[config.mk]
export PLATFORM = sky130hd
export DESIGN_NAME = sms_core
export DESIGN_NICKNAME = d
export VERILOG_FILES = /design/src/logic/sms_pkg.sv /design/src/logic/sms_pins_if.sv /design/src/logic/sms_sync.sv /design/src/logic/sms_core.sv
export VERILOG_INCLUDE_DIRS = /design/src /design/src/logic
export SDC_FILE = /design/constraint.sdc
export NUM_CORES = 1
export LEC_CHECK = 0
export ABC_AREA = 1
export BUFFER_PORTS_ARGS = -buffer_cell sky130_fd_sc_hd__buf_4
export CAP_MARGIN = 20
export CORE_MARGIN = 3
export CORE_UTILIZATION = 40
export CTS_CLUSTER_SIZE = 16
export DETAILED_ROUTE_END_ITERATION = 10
export PLACE_DENSITY_LB_ADDON = 0.05
export SLEW_MARGIN = 20
export SYNTH_ARGS = -nofsm -noshare
export SYNTH_HDL_FRONTEND = slang
export SYNTH_HIERARCHICAL = 1
export SYNTH_SLANG_ARGS = --single-unit
[constraint.sdc]
create_clock -name clk -period 1.9 [get_ports clk]
set_input_delay 0.095 -clock clk [delete_from_list [all_inputs] [get_ports clk]]
set_output_delay 0.095 -clock clk [all_outputs]
set_load 0.01 [all_outputs]
[src/logic/sms_consts.svh]
`ifndef SMS_CONSTS_SVH
`define SMS_CONSTS_SVH
`define SMS_BITS 8
`define SMS_CNT_W 3
`define SMS_LAST_BIT 3'h7
`define SMS_DIV_W 8
`define SMS_CLOCK_PRESCALE_SEL_4 8'h02
`define SMS_CLOCK_PRESCALE_SEL_16 8'h08
`define SMS_CLOCK_PRESCALE_SEL_64 8'h20
`define SMS_CLOCK_PRESCALE_SEL_128 8'h40
`endif

[src/logic/sms_pkg.sv]
package sms_pkg;
	typedef enum logic [1:0] {SMS_IDLE, SMS_SHIFT, SMS_DONE} sms_state_t;
	typedef logic [7:0] sms_byte_t;
endpackage : sms_pkg

[src/logic/sms_pins_if.sv]
`timescale 1ns/1ps
`default_nettype none
interface sms_pins_if;
	logic sclk_raw;
	logic sel_raw;
	logic sdi_raw;
	logic sclk_s;
	logic sel_n_s;
	logic sdi_s;
	modport sync (input sclk_raw, sel_raw, sdi_raw,
		output sclk_s, sel_n_s, sdi_s);
	modport core (output sclk_raw, sel_raw, sdi_raw,
		input sclk_s, sel_n_s, sdi_s);
endinterface : sms_pins_if
`default_nettype wire

[src/logic/sms_sync.sv]
`timescale 1ns/1ps
`default_nettype none
module sms_sync (
	// Clock and reset
	input wire logic clk,
	input wire logic rst,
	// Pins
	sms_pins_if.sync p
);
	logic [2:0] stage1_reg, stage1_next;
	logic [2:0] stage2_reg, stage2_next;
	always_comb begin
		stage1_next = {p.sclk_raw, p.sel_raw, p.sdi_raw};
		stage2_next = stage1_reg;
	end
	always_ff @(posedge clk or posedge rst) begin
		if (rst) begin
			stage1_reg <= 3'h2;
			stage2_reg <= 3'h2;
		end else begin
			stage1_reg <= stage1_next;
			stage2_reg <= stage2_next;
		end
	end
	assign p.sclk_s = stage2_reg[2];
	assign p.sel_n_s = stage2_reg[1];
	assign p.sdi_s = stage2_reg[0];
endmodule : sms_sync
`default_nettype wire

[src/logic/sms_core.sv]
`timescale 1ns/1ps
`default_nettype none
`include "sms_consts.svh"
module sms_core import sms_pkg::*; (
	// Clock and reset
	input wire logic clk,
	input wire logic rst,
	// Configuration
	input wire logic enable,
	input wire logic master_set,
	input wire logic master_clr,
	input wire logic [1:0] clock_prescale_sel,
	input wire logic clock_double,
	input wire logic bit_order_sel,
	input wire logic buffer_mode_en,
	input wire logic buffer_wait_receive,
	input wire logic select_pin_disable,
	input wire logic select_is_output,
	input wire logic miso_is_output,
	input wire logic general_irq_en,
	input wire logic transfer_done_irq_en,
	// Data access
	input wire logic data_wr,
	input wire logic [7:0] data_wdata,
	input wire logic data_rd,
	input wire logic flags_clr,
	// Status
	output logic master_mode,
	output logic [7:0] data_rdata,
	output logic rx_valid,
	output logic general_flag,
	output logic write_collision_flag,
	output logic tx_buffer_empty_flag,
	output logic transfer_done_flag,
	output logic irq,
	// Serial pins
	input wire logic sck_in,
	input wire logic ss_in,
	input wire logic mosi_in,
	input wire logic miso_in,
	output logic sck_out,
	output logic mosi_out,
	output logic miso_out,
	output logic miso_oe
);
	sms_pins_if pins();
	logic sdi_raw_pick;
	assign sdi_raw_pick = master_mode ? miso_in : mosi_in;
	assign pins.sclk_raw = sck_in;
	assign pins.sel_raw = ss_in;
	assign pins.sdi_raw = sdi_raw_pick;
	sms_sync u_sync (.clk(clk), .rst(rst), .p(pins));

	function automatic logic out_bit(input sms_byte_t v, input logic lsb);
		out_bit = lsb ? v[0] : v[7];
	endfunction : out_bit
	function automatic sms_byte_t shift_in(input sms_byte_t v,
		input logic lsb, input logic b);
		shift_in = lsb ? {b, v[7:1]} : {v[6:0], b};
	endfunction : shift_in

	sms_state_t st_reg, st_next;
	sms_byte_t sh_reg, sh_next, txb_reg, txb_next, rx_byte;
	sms_byte_t rx0_reg, rx0_next, rx1_reg, rx1_next, mrx_reg, mrx_next;
	logic [1:0] rxn_reg, rxn_next;
	logic [2:0] cnt_reg, cnt_next;
	logic [7:0] div_reg, div_next;
	logic txb_full_reg, txb_full_next, samp_reg, samp_next;
	logic master_reg, master_next;
	logic sclk_q_reg, sel_q_reg;
	logic sck_reg, sck_next, mosi_reg, mosi_next;
	logic miso_reg, miso_next, misooe_reg, misooe_next;
	logic if_reg, if_next, wcol_reg, wcol_next;
	logic dre_reg, dre_next, txc_reg, txc_next;
	logic irq_reg, irq_next;
	logic [7:0] div_lim;
	logic sclk_rise, sclk_fall, sel_rise, slave_sel, m_tick, done;

	always_comb begin
		unique case (clock_prescale_sel)
			2'h0: div_lim = `SMS_CLOCK_PRESCALE_SEL_4;
			2'h1: div_lim = `SMS_CLOCK_PRESCALE_SEL_16;
			2'h2: div_lim = `SMS_CLOCK_PRESCALE_SEL_64;
			2'h3: div_lim = `SMS_CLOCK_PRESCALE_SEL_128;
		endcase
		if (clock_double)
			div_lim = {1'b0, div_lim[7:1]};
	end

	// Edges found on synchronised copies only; external phases exceed two clocks
	assign sclk_rise = pins.sclk_s & ~sclk_q_reg;
	assign sclk_fall = ~pins.sclk_s & sclk_q_reg;
	assign sel_rise = pins.sel_n_s & ~sel_q_reg;
	assign slave_sel = ~master_reg & ~pins.sel_n_s;
	assign m_tick = master_reg && st_reg == SMS_SHIFT &&
		div_reg == div_lim - 8'h01;

	always_comb begin
		st_next = st_reg;
		sh_next = sh_reg;
		txb_next = txb_reg;
		rx0_next = rx0_reg;
		rx1_next = rx1_reg;
		rxn_next = rxn_reg;
		cnt_next = cnt_reg;
		div_next = (st_reg == SMS_SHIFT && master_reg) ?
			(m_tick ? 8'h00 : div_reg + 8'h01) : 8'h00;
		txb_full_next = txb_full_reg;
		// Input bit taken a cycle after the rise to cover synchroniser delay
		mrx_next = samp_reg ? shift_in(mrx_reg, bit_order_sel, pins.sdi_s) : mrx_reg;
		samp_next = 1'b0;
		rx_byte = sh_reg;
		master_next = master_reg;
		sck_next = sck_reg;
		mosi_next = mosi_reg;
		if_next = if_reg;
		wcol_next = wcol_reg;
		dre_next = dre_reg;
		txc_next = txc_reg;
		done = 1'b0;
		if (flags_clr) begin
			if_next = 1'b0;
			wcol_next = 1'b0;
			txc_next = 1'b0;
		end
		if (master_set)
			master_next = 1'b1;
		if (master_clr)
			master_next = 1'b0;
		if (data_rd && rxn_reg != 2'h0) begin
			rx0_next = buffer_mode_en ? rx1_reg : rx0_reg;
			rxn_next = rxn_reg - 2'h1;
		end
		if (!enable) begin
			st_next = SMS_IDLE;
			sck_next = 1'b0;
		end else if (master_reg) begin
			// Buffer-wait setting plays no part on the master path
			unique case (st_reg)
				SMS_IDLE: begin
					if (data_wr) begin
						sh_next = data_wdata;
						mosi_next = out_bit(data_wdata, bit_order_sel);
						cnt_next = 3'h0;
						st_next = SMS_SHIFT;
					end
				end
				SMS_SHIFT: begin
					if (m_tick) begin
						sck_next = ~sck_reg;
						if (!sck_reg) begin
							sh_next = shift_in(sh_reg, bit_order_sel, 1'b0);
							samp_next = 1'b1;
						end else if (cnt_reg == `SMS_LAST_BIT) begin
							st_next = SMS_DONE;
						end else begin
							cnt_next = cnt_reg + 3'h1;
							mosi_next = out_bit(sh_reg, bit_order_sel);
						end
					end
					if (data_wr) begin
						if (!buffer_mode_en) begin
							sh_next = data_wdata;
							wcol_next = 1'b1;
						end else if (dre_reg && !txb_full_reg) begin
							txb_next = data_wdata;
							txb_full_next = 1'b1;
							dre_next = 1'b0;
						end
					end
				end
				SMS_DONE: begin
					done = 1'b1;
					rx_byte = mrx_reg;
					if_next = 1'b1;
					if (buffer_mode_en && txb_full_reg) begin
						sh_next = txb_reg;
						txb_full_next = 1'b0;
						dre_next = 1'b1;
						mosi_next = out_bit(txb_reg, bit_order_sel);
						cnt_next = 3'h0;
						st_next = SMS_SHIFT;
					end else begin
						st_next = SMS_IDLE;
						if (buffer_mode_en)
							txc_next = 1'b1;
					end
				end
				default: st_next = SMS_IDLE;
			endcase
			// Select used only as an input with disable clear
			if (!select_pin_disable && !select_is_output &&
				!pins.sel_n_s) begin
				master_next = 1'b0;
				if_next = 1'b1;
				st_next = SMS_IDLE;
				sck_next = 1'b0;
			end
		end else begin
			sck_next = 1'b0;
			if (data_wr) begin
				if (st_reg == SMS_SHIFT && !buffer_mode_en)
					wcol_next = 1'b1;
				else if (buffer_mode_en) begin
					if (!txb_full_reg) begin
						txb_next = data_wdata;
						txb_full_next = 1'b1;
						dre_next = 1'b0;
					end
				end else
					sh_next = data_wdata;
			end
			if (pins.sel_n_s) begin
				st_next = SMS_IDLE;
				cnt_next = 3'h0;
				if (buffer_mode_en && txb_full_reg && st_reg == SMS_IDLE) begin
					sh_next = txb_reg;
					txb_full_next = 1'b0;
					dre_next = 1'b1;
				end
			end else if (sclk_rise) begin
				rx_byte = shift_in(sh_reg, bit_order_sel, pins.sdi_s);
				sh_next = rx_byte;
				st_next = SMS_SHIFT;
				if (cnt_reg == `SMS_LAST_BIT) begin
					done = 1'b1;
					if_next = 1'b1;
					st_next = SMS_IDLE;
					cnt_next = 3'h0;
					if (buffer_mode_en && txb_full_reg) begin
						sh_next = txb_reg;
						txb_full_next = 1'b0;
						dre_next = 1'b1;
					end
				end else
					cnt_next = cnt_reg + 3'h1;
			end
		end
		if (done) begin
			if (buffer_mode_en) begin
				if (rxn_next == 2'h2)
					rx1_next = rx_byte;
				else if (rxn_next == 2'h1) begin
					rx1_next = rx_byte;
					rxn_next = 2'h2;
				end else begin
					rx0_next = rx_byte;
					rxn_next = 2'h1;
				end
			end else begin
				rx0_next = rx_byte;
				rxn_next = 2'h1;
			end
		end
		irq_next = (if_next & general_irq_en) |
			(txc_next & transfer_done_irq_en);
		miso_next = out_bit(sh_next, bit_order_sel);
		misooe_next = slave_sel & miso_is_output & enable;
	end

	always_ff @(posedge clk or posedge rst) begin
		if (rst) begin
			st_reg <= SMS_IDLE;
			sh_reg <= 8'h00;
			txb_reg <= 8'h00;
			rx0_reg <= 8'h00;
			rx1_reg <= 8'h00;
			rxn_reg <= 2'h0;
			cnt_reg <= 3'h0;
			div_reg <= 8'h00;
			txb_full_reg <= 1'b0;
			mrx_reg <= 8'h00;
			samp_reg <= 1'b0;
			master_reg <= 1'b0;
			sclk_q_reg <= 1'b0;
			sel_q_reg <= 1'b1;
			sck_reg <= 1'b0;
			mosi_reg <= 1'b0;
			miso_reg <= 1'b0;
			misooe_reg <= 1'b0;
			if_reg <= 1'b0;
			wcol_reg <= 1'b0;
			dre_reg <= 1'b1;
			txc_reg <= 1'b0;
			irq_reg <= 1'b0;
		end else begin
			st_reg <= st_next;
			sh_reg <= sh_next;
			txb_reg <= txb_next;
			rx0_reg <= rx0_next;
			rx1_reg <= rx1_next;
			rxn_reg <= rxn_next;
			cnt_reg <= cnt_next;
			div_reg <= div_next;
			txb_full_reg <= txb_full_next;
			mrx_reg <= mrx_next;
			samp_reg <= samp_next;
			master_reg <= master_next;
			sclk_q_reg <= pins.sclk_s;
			sel_q_reg <= pins.sel_n_s;
			sck_reg <= sck_next;
			mosi_reg <= mosi_next;
			miso_reg <= miso_next;
			misooe_reg <= misooe_next;
			if_reg <= if_next;
			wcol_reg <= wcol_next;
			dre_reg <= dre_next;
			txc_reg <= txc_next;
			irq_reg <= irq_next;
		end
	end

	assign master_mode = master_reg;
	assign data_rdata = rx0_reg;
	assign rx_valid = rxn_reg != 2'h0;
	assign general_flag = if_reg;
	assign write_collision_flag = wcol_reg;
	assign tx_buffer_empty_flag = dre_reg;
	assign transfer_done_flag = txc_reg;
	assign irq = irq_reg;
	assign sck_out = sck_reg;
	assign mosi_out = mosi_reg;
	assign miso_out = miso_reg;
	assign miso_oe = misooe_reg;
endmodule : sms_core
`default_nettype wire

======== After elaboration in Yosys (flattened, before gate mapping) ========
Index checks and enable logic that the tools add are counted.
storage, ports and cells
  register bits ........................... 74
  input bits .............................. 31
  output and inout bits ................... 19
  word-level logic and storage cells ...... 261
operators by class
  add/subtract/negate cells ............... 4
  equality and inequality tests ........... 36
  muxes and demuxes ....................... 156
  bitwise gates (word level) .............. 11
  reduce and logical (&&, ||, !) cells .... 29
operators by type and width
  cell                                                                      count
  8-bit two-way mux                                                         44
  1-bit two-way mux                                                         82
  8-bit case mux with 4 select lines                                        1
  2-bit two-way mux                                                         14
  3-bit two-way mux                                                         9
  3-bit inequality test (second input constant)                             8
  8-bit case mux with 3 select lines                                        1
  8-bit AND reduction                                                       3
  5-bit inequality test (second input constant)                             3
  2-bit inequality test (second input constant)                             7
  1-bit logical AND                                                         9
  3-bit case mux with 3 select lines                                        1
  8-bit by 1-bit adder with 8-bit output (second input constant)            1
  2-bit == test (second input constant)                                     4
  8-bit == test                                                             1
  4-bit by 1-bit inequality test with 1-bit output (second input constant)  2
  4-bit by 2-bit inequality test with 1-bit output (second input constant)  2
  8-bit by 1-bit subtractor with 8-bit output (second input constant)       1
  1-bit bitwise AND                                                         6
  2-bit by 1-bit == test with 1-bit output (second input constant)          3
  2-bit by 1-bit inequality test with 1-bit output (second input constant)  3
  2-bit case mux with 3 select lines                                        1
  6-bit AND reduction                                                       1
  2-bit nonzero test                                                        3
  16 further kinds                                                          26

======== Longest topological paths before layout ========
Gate-level depths: netlist of run 1.
  word-level depth ........................ 13
  gate-level depth with buffers ........... 22

======== By module ========
Netlist of run 1, hierarchy kept.
by module, submodules not included
  module    times used  cells an instance  area an instance (um2)  seq. area each (um2)
  sms_core  1           649                4,593.2                 1,702.9
  sms_sync  1           7                  156.4                   152.6

======== Least setup slack after synthesis of run 1 ========
Ideal clock, no wire load.
  path type ............................... register to register
  start ................................... register rxn_reg[0]
  end ..................................... register rxn_reg[1]
  arrival time ............................ 1,946 ps
  required time ........................... 1,822 ps
  path slack .............................. -124 ps
  cell stages (with the launch flop) ...... 11
  buffers on the path ..................... 1
  cell sequence ........................... dfrtp_1 > inv_1 > ha_1 > inv_1 > nand2_1 > xor2_1 > inv_1 > ha_1 > nor3_4 > buf_4 > o21bai_1
between the ends
  cells in the longest elaborated chain, start to end .. 8
  elaborated cells on any way between the ends .. 10
  classes of those cells .................. 1 x add/sub; 2 x eq/ne; 5 x mux; 2 x reduce/logical
RTL lines
  element                                   line             source
  start: declaration                        sms_core.sv:65   logic [1:0] rxn_reg, rxn_next;
  start signal: assignment                  sms_core.sv:292  rxn_reg <= rxn_next;
  2-bit nonzero test (*)                    -
  named net rx_valid                        sms_core.sv:30   output logic rx_valid,
  1-bit logical AND (*)                     sms_core.sv:130  if (data_rd && rxn_reg != 2'h0) begin
  2-bit two-way mux (*)                     sms_core.sv:130
  2-bit by 1-bit == test with 1-bit output  sms_core.sv:243  else if (rxn_next == 2'h1) begin
  2-bit two-way mux                         sms_core.sv:243
  2-bit two-way mux                         sms_core.sv:241  if (rxn_next == 2'h2)
  2-bit two-way mux                         sms_core.sv:240  if (buffer_mode_en) begin
  2-bit two-way mux (*)                     sms_core.sv:239  if (done) begin
  named net rxn_next[1]                     sms_core.sv:65
Mark *: on every way through the listed nets, which the timed path passes. The rest lies on a longest branch.
A chain may end at the register's enable or synchronous reset.

======== Final worst setup path of run 1 ========
  start ................................... register st_reg[0]
  end ..................................... register rx1_reg[1]
between the ends
  cells in the longest elaborated chain, start to end .. 6
  elaborated cells on any way between the ends .. 10
  classes of those cells .................. 1 x eq/ne; 8 x mux; 1 x reduce/logical
RTL lines
  element                   line             source
  start: declaration        sms_core.sv:62   sms_state_t st_reg, st_next;
  start signal: assignment  sms_core.sv:287  st_reg <= st_next;
  2-bit == test (*)         sms_core.sv:139  unique case (st_reg)
  8-bit two-way mux         sms_core.sv:139
  8-bit two-way mux         sms_core.sv:137  end else if (master_reg) begin
  8-bit two-way mux         sms_core.sv:134  if (!enable) begin
  8-bit two-way mux         sms_core.sv:243
  8-bit two-way mux         sms_core.sv:241
  end signal: assignment    sms_core.sv:291  rx1_reg <= rx1_next;
  end: declaration          sms_core.sv:64   sms_byte_t rx0_reg, rx0_next, rx1_reg, rx1_next, mrx_reg, mrx_next;
Every way passes the cells marked *; elsewhere a longest branch is shown, timed or not. The select of a mux whose other input is x is not followed.

==> results of run 1 <==
==> worst reg2reg max path: stages, from the launching register on <==
cell	delay, ps
dfrtp_2	440
inv_2	80
ha_2	210
nand2_4	90
a21oi_4	170
o21ai_2	100
buf_6	130
nor3_4	210
buf_6	150
clkbuf_16	140
nand2_2	40
o21ai_1	80
==> power by group through the flow <==
stage               sequential [uW]  combinational (uW)  clock, uW
finish                         2160                2080       1640
floorplan                      2160                1130          0
global placement               2170                1870          0
CTS                            2140                1980       1680
detailed placement             2170                1900          0
global route                   2200                2350       1740
==> layout by cell type, fill, tap and decap left out, types with 5 or more instances in the layout <==
| cell | count |
|---|---|
| a21oi_1 | 24 |
| a21oi_2 | 9 |
| a22oi_1 | 11 |
| buf_4 | 111 |
| buf_6 | 8 |
| clkbuf_16 | 11 |
| dfrtp_1 | 70 |
| dlygate4sd3_1 | 9 |
| ha_1 | 7 |
| inv_1 | 79 |
| inv_2 | 18 |
| nand2_1 | 157 |
| nand2_2 | 21 |
| nand3_1 | 22 |
| nand3_2 | 5 |
| nor2_1 | 52 |
| nor2_2 | 8 |
| nor2_4 | 8 |
| nor3_1 | 6 |
| o211ai_1 | 7 |
| o21ai_0 | 51 |
| o21ai_1 | 13 |
| o21ai_2 | 10 |
| o22ai_1 | 13 |
==> layer usage <==
metal	GRT usage	vias up	wire (um)
met2	0.385	129	7190
met1	0.308	2353	6570
li1	-	2411	-
met3	0.0368	21	712
met5	0	-	0
met4	0.0782	0	237
==> layout make-up <==
cell class	count	area (um2)	area share
tap	143	179	0.0274
timing repair buffer	134	1140	0.175
multi-input combinational	466	2670	0.409
clock buffer	12	256	0.0393
sequential	74	1860	0.285
inverter	102	392	0.0601
clock inverter	4	27.5	0.00422
==> metrics by stage <==
step | worst slack, ps | hold slack, ps
final | 8.40 | 41.7
after global routing | -120 | 64.3
after CTS | 1.72 | 38.6
after detailed placement | -285 | 40.2
after global placement | -229 | 30.2
after floorplan | 2.54 | -115
==> cells by family (layout without fill, tap and decap cells) <==
family                     after synthesis  after routing  synth area share
and+or+nand+nor                        292            292             0.267
DFF                                     74             74             0.391
muxes                                    2              2           0.00448
adders and majority gates               12             12            0.0316
buffers and inverters                  116            252            0.0988
AOI/OAI and AO/OA                      157            157             0.202
xor gates and xnor gates                 3              3           0.00553
==> final timing paths <==
kind | endpoint | slack (ps) | cells past startpoint
worst max-delay path | rx1_reg[1] | 8 | 11
worst min-delay path | txb_reg[2] | 40 | 3
worst max register to register | rx1_reg[1] | 8 | 11
worst min register to register | u_sync/stage2_reg[2] | 350 | 0
max in group asynchronous | st_reg[0] | 850 | 4
min in group asynchronous | u_sync/stage1_reg[0] | 230 | 3
==> repair_timing <==
| action | CTS | global route |
|---|---|---|
| setup endpoints to repair | 22 | 43 |
| endpoints found under the hold margin | 29 | 0 |
| pin swaps | 3 | 21 |
| gates resized for setup | 11 | 59 |
| hold buffers | 9 | 0 |
| gates cloned | 0 | 3 |
| buffers inserted | 1 | 10 |
==> impl_metrics.tcl, run 1 <==
set metrics [dict create \
    status "finished, final reports clean" \
    ys_seq_area_frac 0.391 \
    clk-insertion-delay-late_ps 340 \
    post-route-cell-area_um2 6520 \
    synth_nets 699 \
    cts-root-buf "clkbuf_16" \
    cp_num_buf_inv 4 \
    synth_top_area_share 0.374 \
    wl_per_cell_um 15.7 \
    grt_max_degree 31 \
    rsz0062_at_grt "yes" \
    total_power_uw 5880 \
    avgSynthCellArea_um2 7.24 \
    crit_type "flip-flop to flip-flop" \
    drt-initial-drc-count 261 \
    dp.cells 896 \
    setup_violations 0 \
    start_kind "flip-flop" \
    wirelength_um 14700 \
    synth_top_cell_by_area "dfrtp_1" \
    power.net_switching_uw 2100 \
    drt_pass1_iterations 4 \
    htree_levels 3 \
    numCtsBuffers 9 \
    cts_buffer_depth 2 \
    power_frac_clock 0.279 \
    p_per_area_nw_per_um2 902 \
    dieHeight_um 115 \
    place_congestion 0.907 \
    crit_arrival_ps 2160 \
    cellLeakagePower_uw 0.00320 \
    fin_crit_ps 1890 \
    synth_top_cells_by_area "dfrtp_1, nand2_1, inv_1" \
    cp_slowest_cell "dfrtp_2" \
    required_ps 2170 \
    synth-edff-count 0 \
    final.fill_count 1109 \
    num_io_pins 50 \
    crit_family "buffers and inverters" \
    grt_remaining_overflow 0 \
    synthTopCellsByCount "nand2_1, inv_1, dfrtp_1" \
    path_cells "inv_2, ha_2, nand2_4, a21oi_4, o21ai_2, buf_6, nor3_4, buf_6, clkbuf_16, nand2_2, o21ai_1" \
    antenna_found_initial 0 \
    dp_hpwl_um 10800 \
    place_area_um2 5770 \
    drive_above_1_share 0.311 \
    hold_violations 0 \
    hp-start "data_wdata[2]" \
    synth_ff_type "dfrtp_1" \
    grt_pass1_wl_um 24200 \
    die_area_um2 13200 \
    cts.sinks 74 \
    end_kind "flip-flop" \
    slew_headroom 0.638 \
    initial_utilization 0.412 \
    swShare 0.357 \
    synthCells 656 \
    fin_nets 830 \
    r2r-start "st_reg[0]" \
    grt_pass1_vias 4891 \
    antenna_cells 0 \
    synth.ff_latch_count 74 \
    yosysMostFrequentCell "nand2_1" \
    coreArea_um2 11500 \
    postLayoutCoreUtil 0.566 \
    tightest_slew_ps 537 \
    vias 4914 \
    syn_area_um2 4750 \
    crit_fanout 4 \
    seqPwrFrac 0.368 \
    p_int_uw 3780 \
    startpoint "st_reg[0]" \
    die_w_um 115 \
    fmax_ghz 0.529 \
    cp_common_cell "buf_6" \
    yosys_warnings 6 \
    rows 39 \
    ys_async_sr_fraction 1.00 \
    cts_tree "done" \
    finalSetupTns_ps 0 \
    portBuffers 48 \
    fin_crit_sh 0.996 \
    ant_nets 0 \
    via_per_inst 5.26 \
    grt_usage 0.232 \
    cpPeakStageDelay_ps 440 \
    irDropWorstVdd_uv 430 \
    min_path_type "primary input to flip-flop" \
    combPwrFrac 0.354 \
    synth_cell_types 51 \
    area_delta_synth_final_pct 37.3 \
    slew_viol_final 0 \
    stdcell_count 935 \
    path_clk_slew_ps 60 \
    skew_ps 13.2 \
    drc_errors 0 \
    drv_cap 0 \
]
(Power assumes the default switching activity.)
==> run 2: changes to the inputs <==
- clock period: 1.9 -> 2 ns (I/O delays scaled with it)
==> run 2 against run 1 <==
Effect of this change:
- utilization shrank 2.0 points
- global-route usage is 1.0 points lower
- first-iteration DRC count increased by 29%
- critical path type unchanged
- design area shrank 3.6%
- sequential share of layout area up 1.1 points
- setup slack improved by 92 ps
- non-clock buffer count decreased by 10
- power decreased by 4.8%
- via count decreased by 3.5%
- flip-flop and latch count is the same
- cell count decreased by 0.96%
==> impl_metrics.tcl, run 2 (synthesized netlist as in run 1, its figures left out) <==
set metrics [dict create \
    r2r_cells 11 \
    post-route-cell-area_um2 6290 \
    met1_usage 0.303 \
    drt_pass1_iterations 7 \
    dieHeight_um 115 \
    wl_per_cell_um 15.0 \
    crit_fanout 5 \
    irDropWorstVdd_uv 458 \
    min_path_type "primary input to flip-flop" \
    ant_nets 0 \
    place_area_um2 5720 \
    rsz0062_at_grt "yes" \
    grtUsageMet3 0.0363 \
    final_cell_mix "nand2_1, buf_4, inv_1" \
    hold_violations 0 \
    layout_commonest_cell "nand2_1" \
    r2r-start "cnt_reg[1]" \
    grt_remaining_overflow 0 \
    startpoint "cnt_reg[1]" \
    hold_path_end "txb_reg[1]" \
    worstReg2RegEnd "sh_reg[5]" \
    coreArea_um2 11500 \
    area_delta_synth_final_pct 32.4 \
    cellLeakagePower_uw 0.00313 \
    cts.sinks 74 \
    path_clk_slew_ps 60 \
    fin_crit_ps 1900 \
    cts_buffer_depth 2 \
    status "finished, final reports clean" \
    via_per_inst 5.12 \
    htree_levels 3 \
    slew_headroom 0.645 \
    die_area_um2 13200 \
    grt_max_degree 31 \
    grt_pass1_vias 4627 \
    drc_errors 0 \
    drive_above_1_share 0.263 \
    hold_depth 3 \
    fin_crit_sh 0.950 \
    setup_violations 0 \
    fmax_ghz 0.526 \
    antenna_found_initial 0 \
    p_per_area_nw_per_um2 890 \
    hp-start "data_wdata[1]" \
    cts_tree "done" \
    drt-initial-drc-count 336 \
    total_power_uw 5600 \
    grt_pass1_wl_um 23200 \
    wirelength_um 13900 \
    required_ps 2260 \
    portBuffers 48 \
    finalSetupTns_ps 0 \
    crit_arrival_ps 2160 \
    dp_hpwl_um 10700 \
    numCtsBuffers 9 \
    grt_usage 0.221 \
    fin_nets 821 \
    end_kind "flip-flop" \
    reg2reg_slack_ps 100 \
    place_congestion 0.893 \
    crit_type "flip-flop to flip-flop" \
    slew_viol_final 0 \
    use_met2 0.356 \
    die_w_um 115 \
    cts-root-buf "clkbuf_16" \
    top_usage_layer "met2" \
    start_kind "flip-flop" \
    antenna_cells 0 \
    vias 4740 \
    initial_utilization 0.412 \
    drv_cap 0 \
    tightest_slew_ps 532 \
    clk-insertion-delay-late_ps 340 \
    num_io_pins 50 \
    rows 39 \
    whs_ps 51.9 \
    skew_ps 6.39 \
]
-- run 2: changes by cell type in the layout (fill, tap and decap cells not counted), moves of 3 or more --
| cell | change |
|---|---|
| a21oi_1 | +4 |
| a21oi_2 | -4 |
| buf_6 | -7 |
| inv_1 | +7 |
| inv_2 | -6 |
| inv_6 | +3 |
| nand2_1 | +8 |
| nand2_2 | -5 |
| nor2_1 | +4 |
| nor2_4 | -5 |
| o21ai_1 | +6 |
| o21ai_2 | -6 |
-- run 2: final cells by class --
type | count | area (um2)
Fill cell | 1127 | 5230
Multi-Input combinational cell | 467 | 2540
Sequential cell | 74 | 1860
Timing Repair Buffer | 124 | 1020
Inverter | 102 | 388
Clock buffer | 9 | 225
Tap cell | 143 | 179
Clock inverter | 7 | 76.3
-- run 2: worst max-delay path by stage --
stage / to / slack, ps
2_1_floorplan: rxn_reg[1] / 6
3_3_place_gp: sh_reg[2] / -130
3_5_place_dp: sh_reg[5] / -170
4_1_cts: sh_reg[2] / 2
5_1_grt: sh_reg[5] / -30
6_report: sh_reg[5] / 100
-- run 2: timing repair --
item / in CTS / in global routing
endpoints found under the setup margin: 21 / 37
cloned: 0 / 1
pin swaps: 1 / 12
setup buffers: 1 / 6
hold buffers: 9 / 0
gates resized for setup: 7 / 27
hold endpoints to repair: 34 / 0
-- run 2: report_power, final --
part / internal (uW) / switching (uW)
registers: 1800 / 241
logic: 869 / 1040
clock network: 976 / 671
-- run 2: critical path: stages (launching register included) --
cell and delay, ps:
dfrtp_1 360, ha_1 160, ha_1 170, inv_1 60
nor2_1 180, inv_1 80, o21ai_2 240, buf_4 200
nand2_1 70, o211ai_1 90, a21oi_1 90, a21oi_1 140
-- run 2: routing by layer --
layer / up-vias / part of all wire
li1: 2400 / -
met1: 2196 / 0.47
met2: 122 / 0.47
met3: 22 / 0.044
met4: 0 / 0.019
met5: - / 0
-- run 2: metrics by stage --
stage	util	instances	setup slack, ps
finish	0.546	926	100
global route	0.546	926	-29.6
CTS	0.534	919	2.28
detailed placement	0.497	893	-166
global placement	0.497	893	-131
floorplan	-	656	6.27
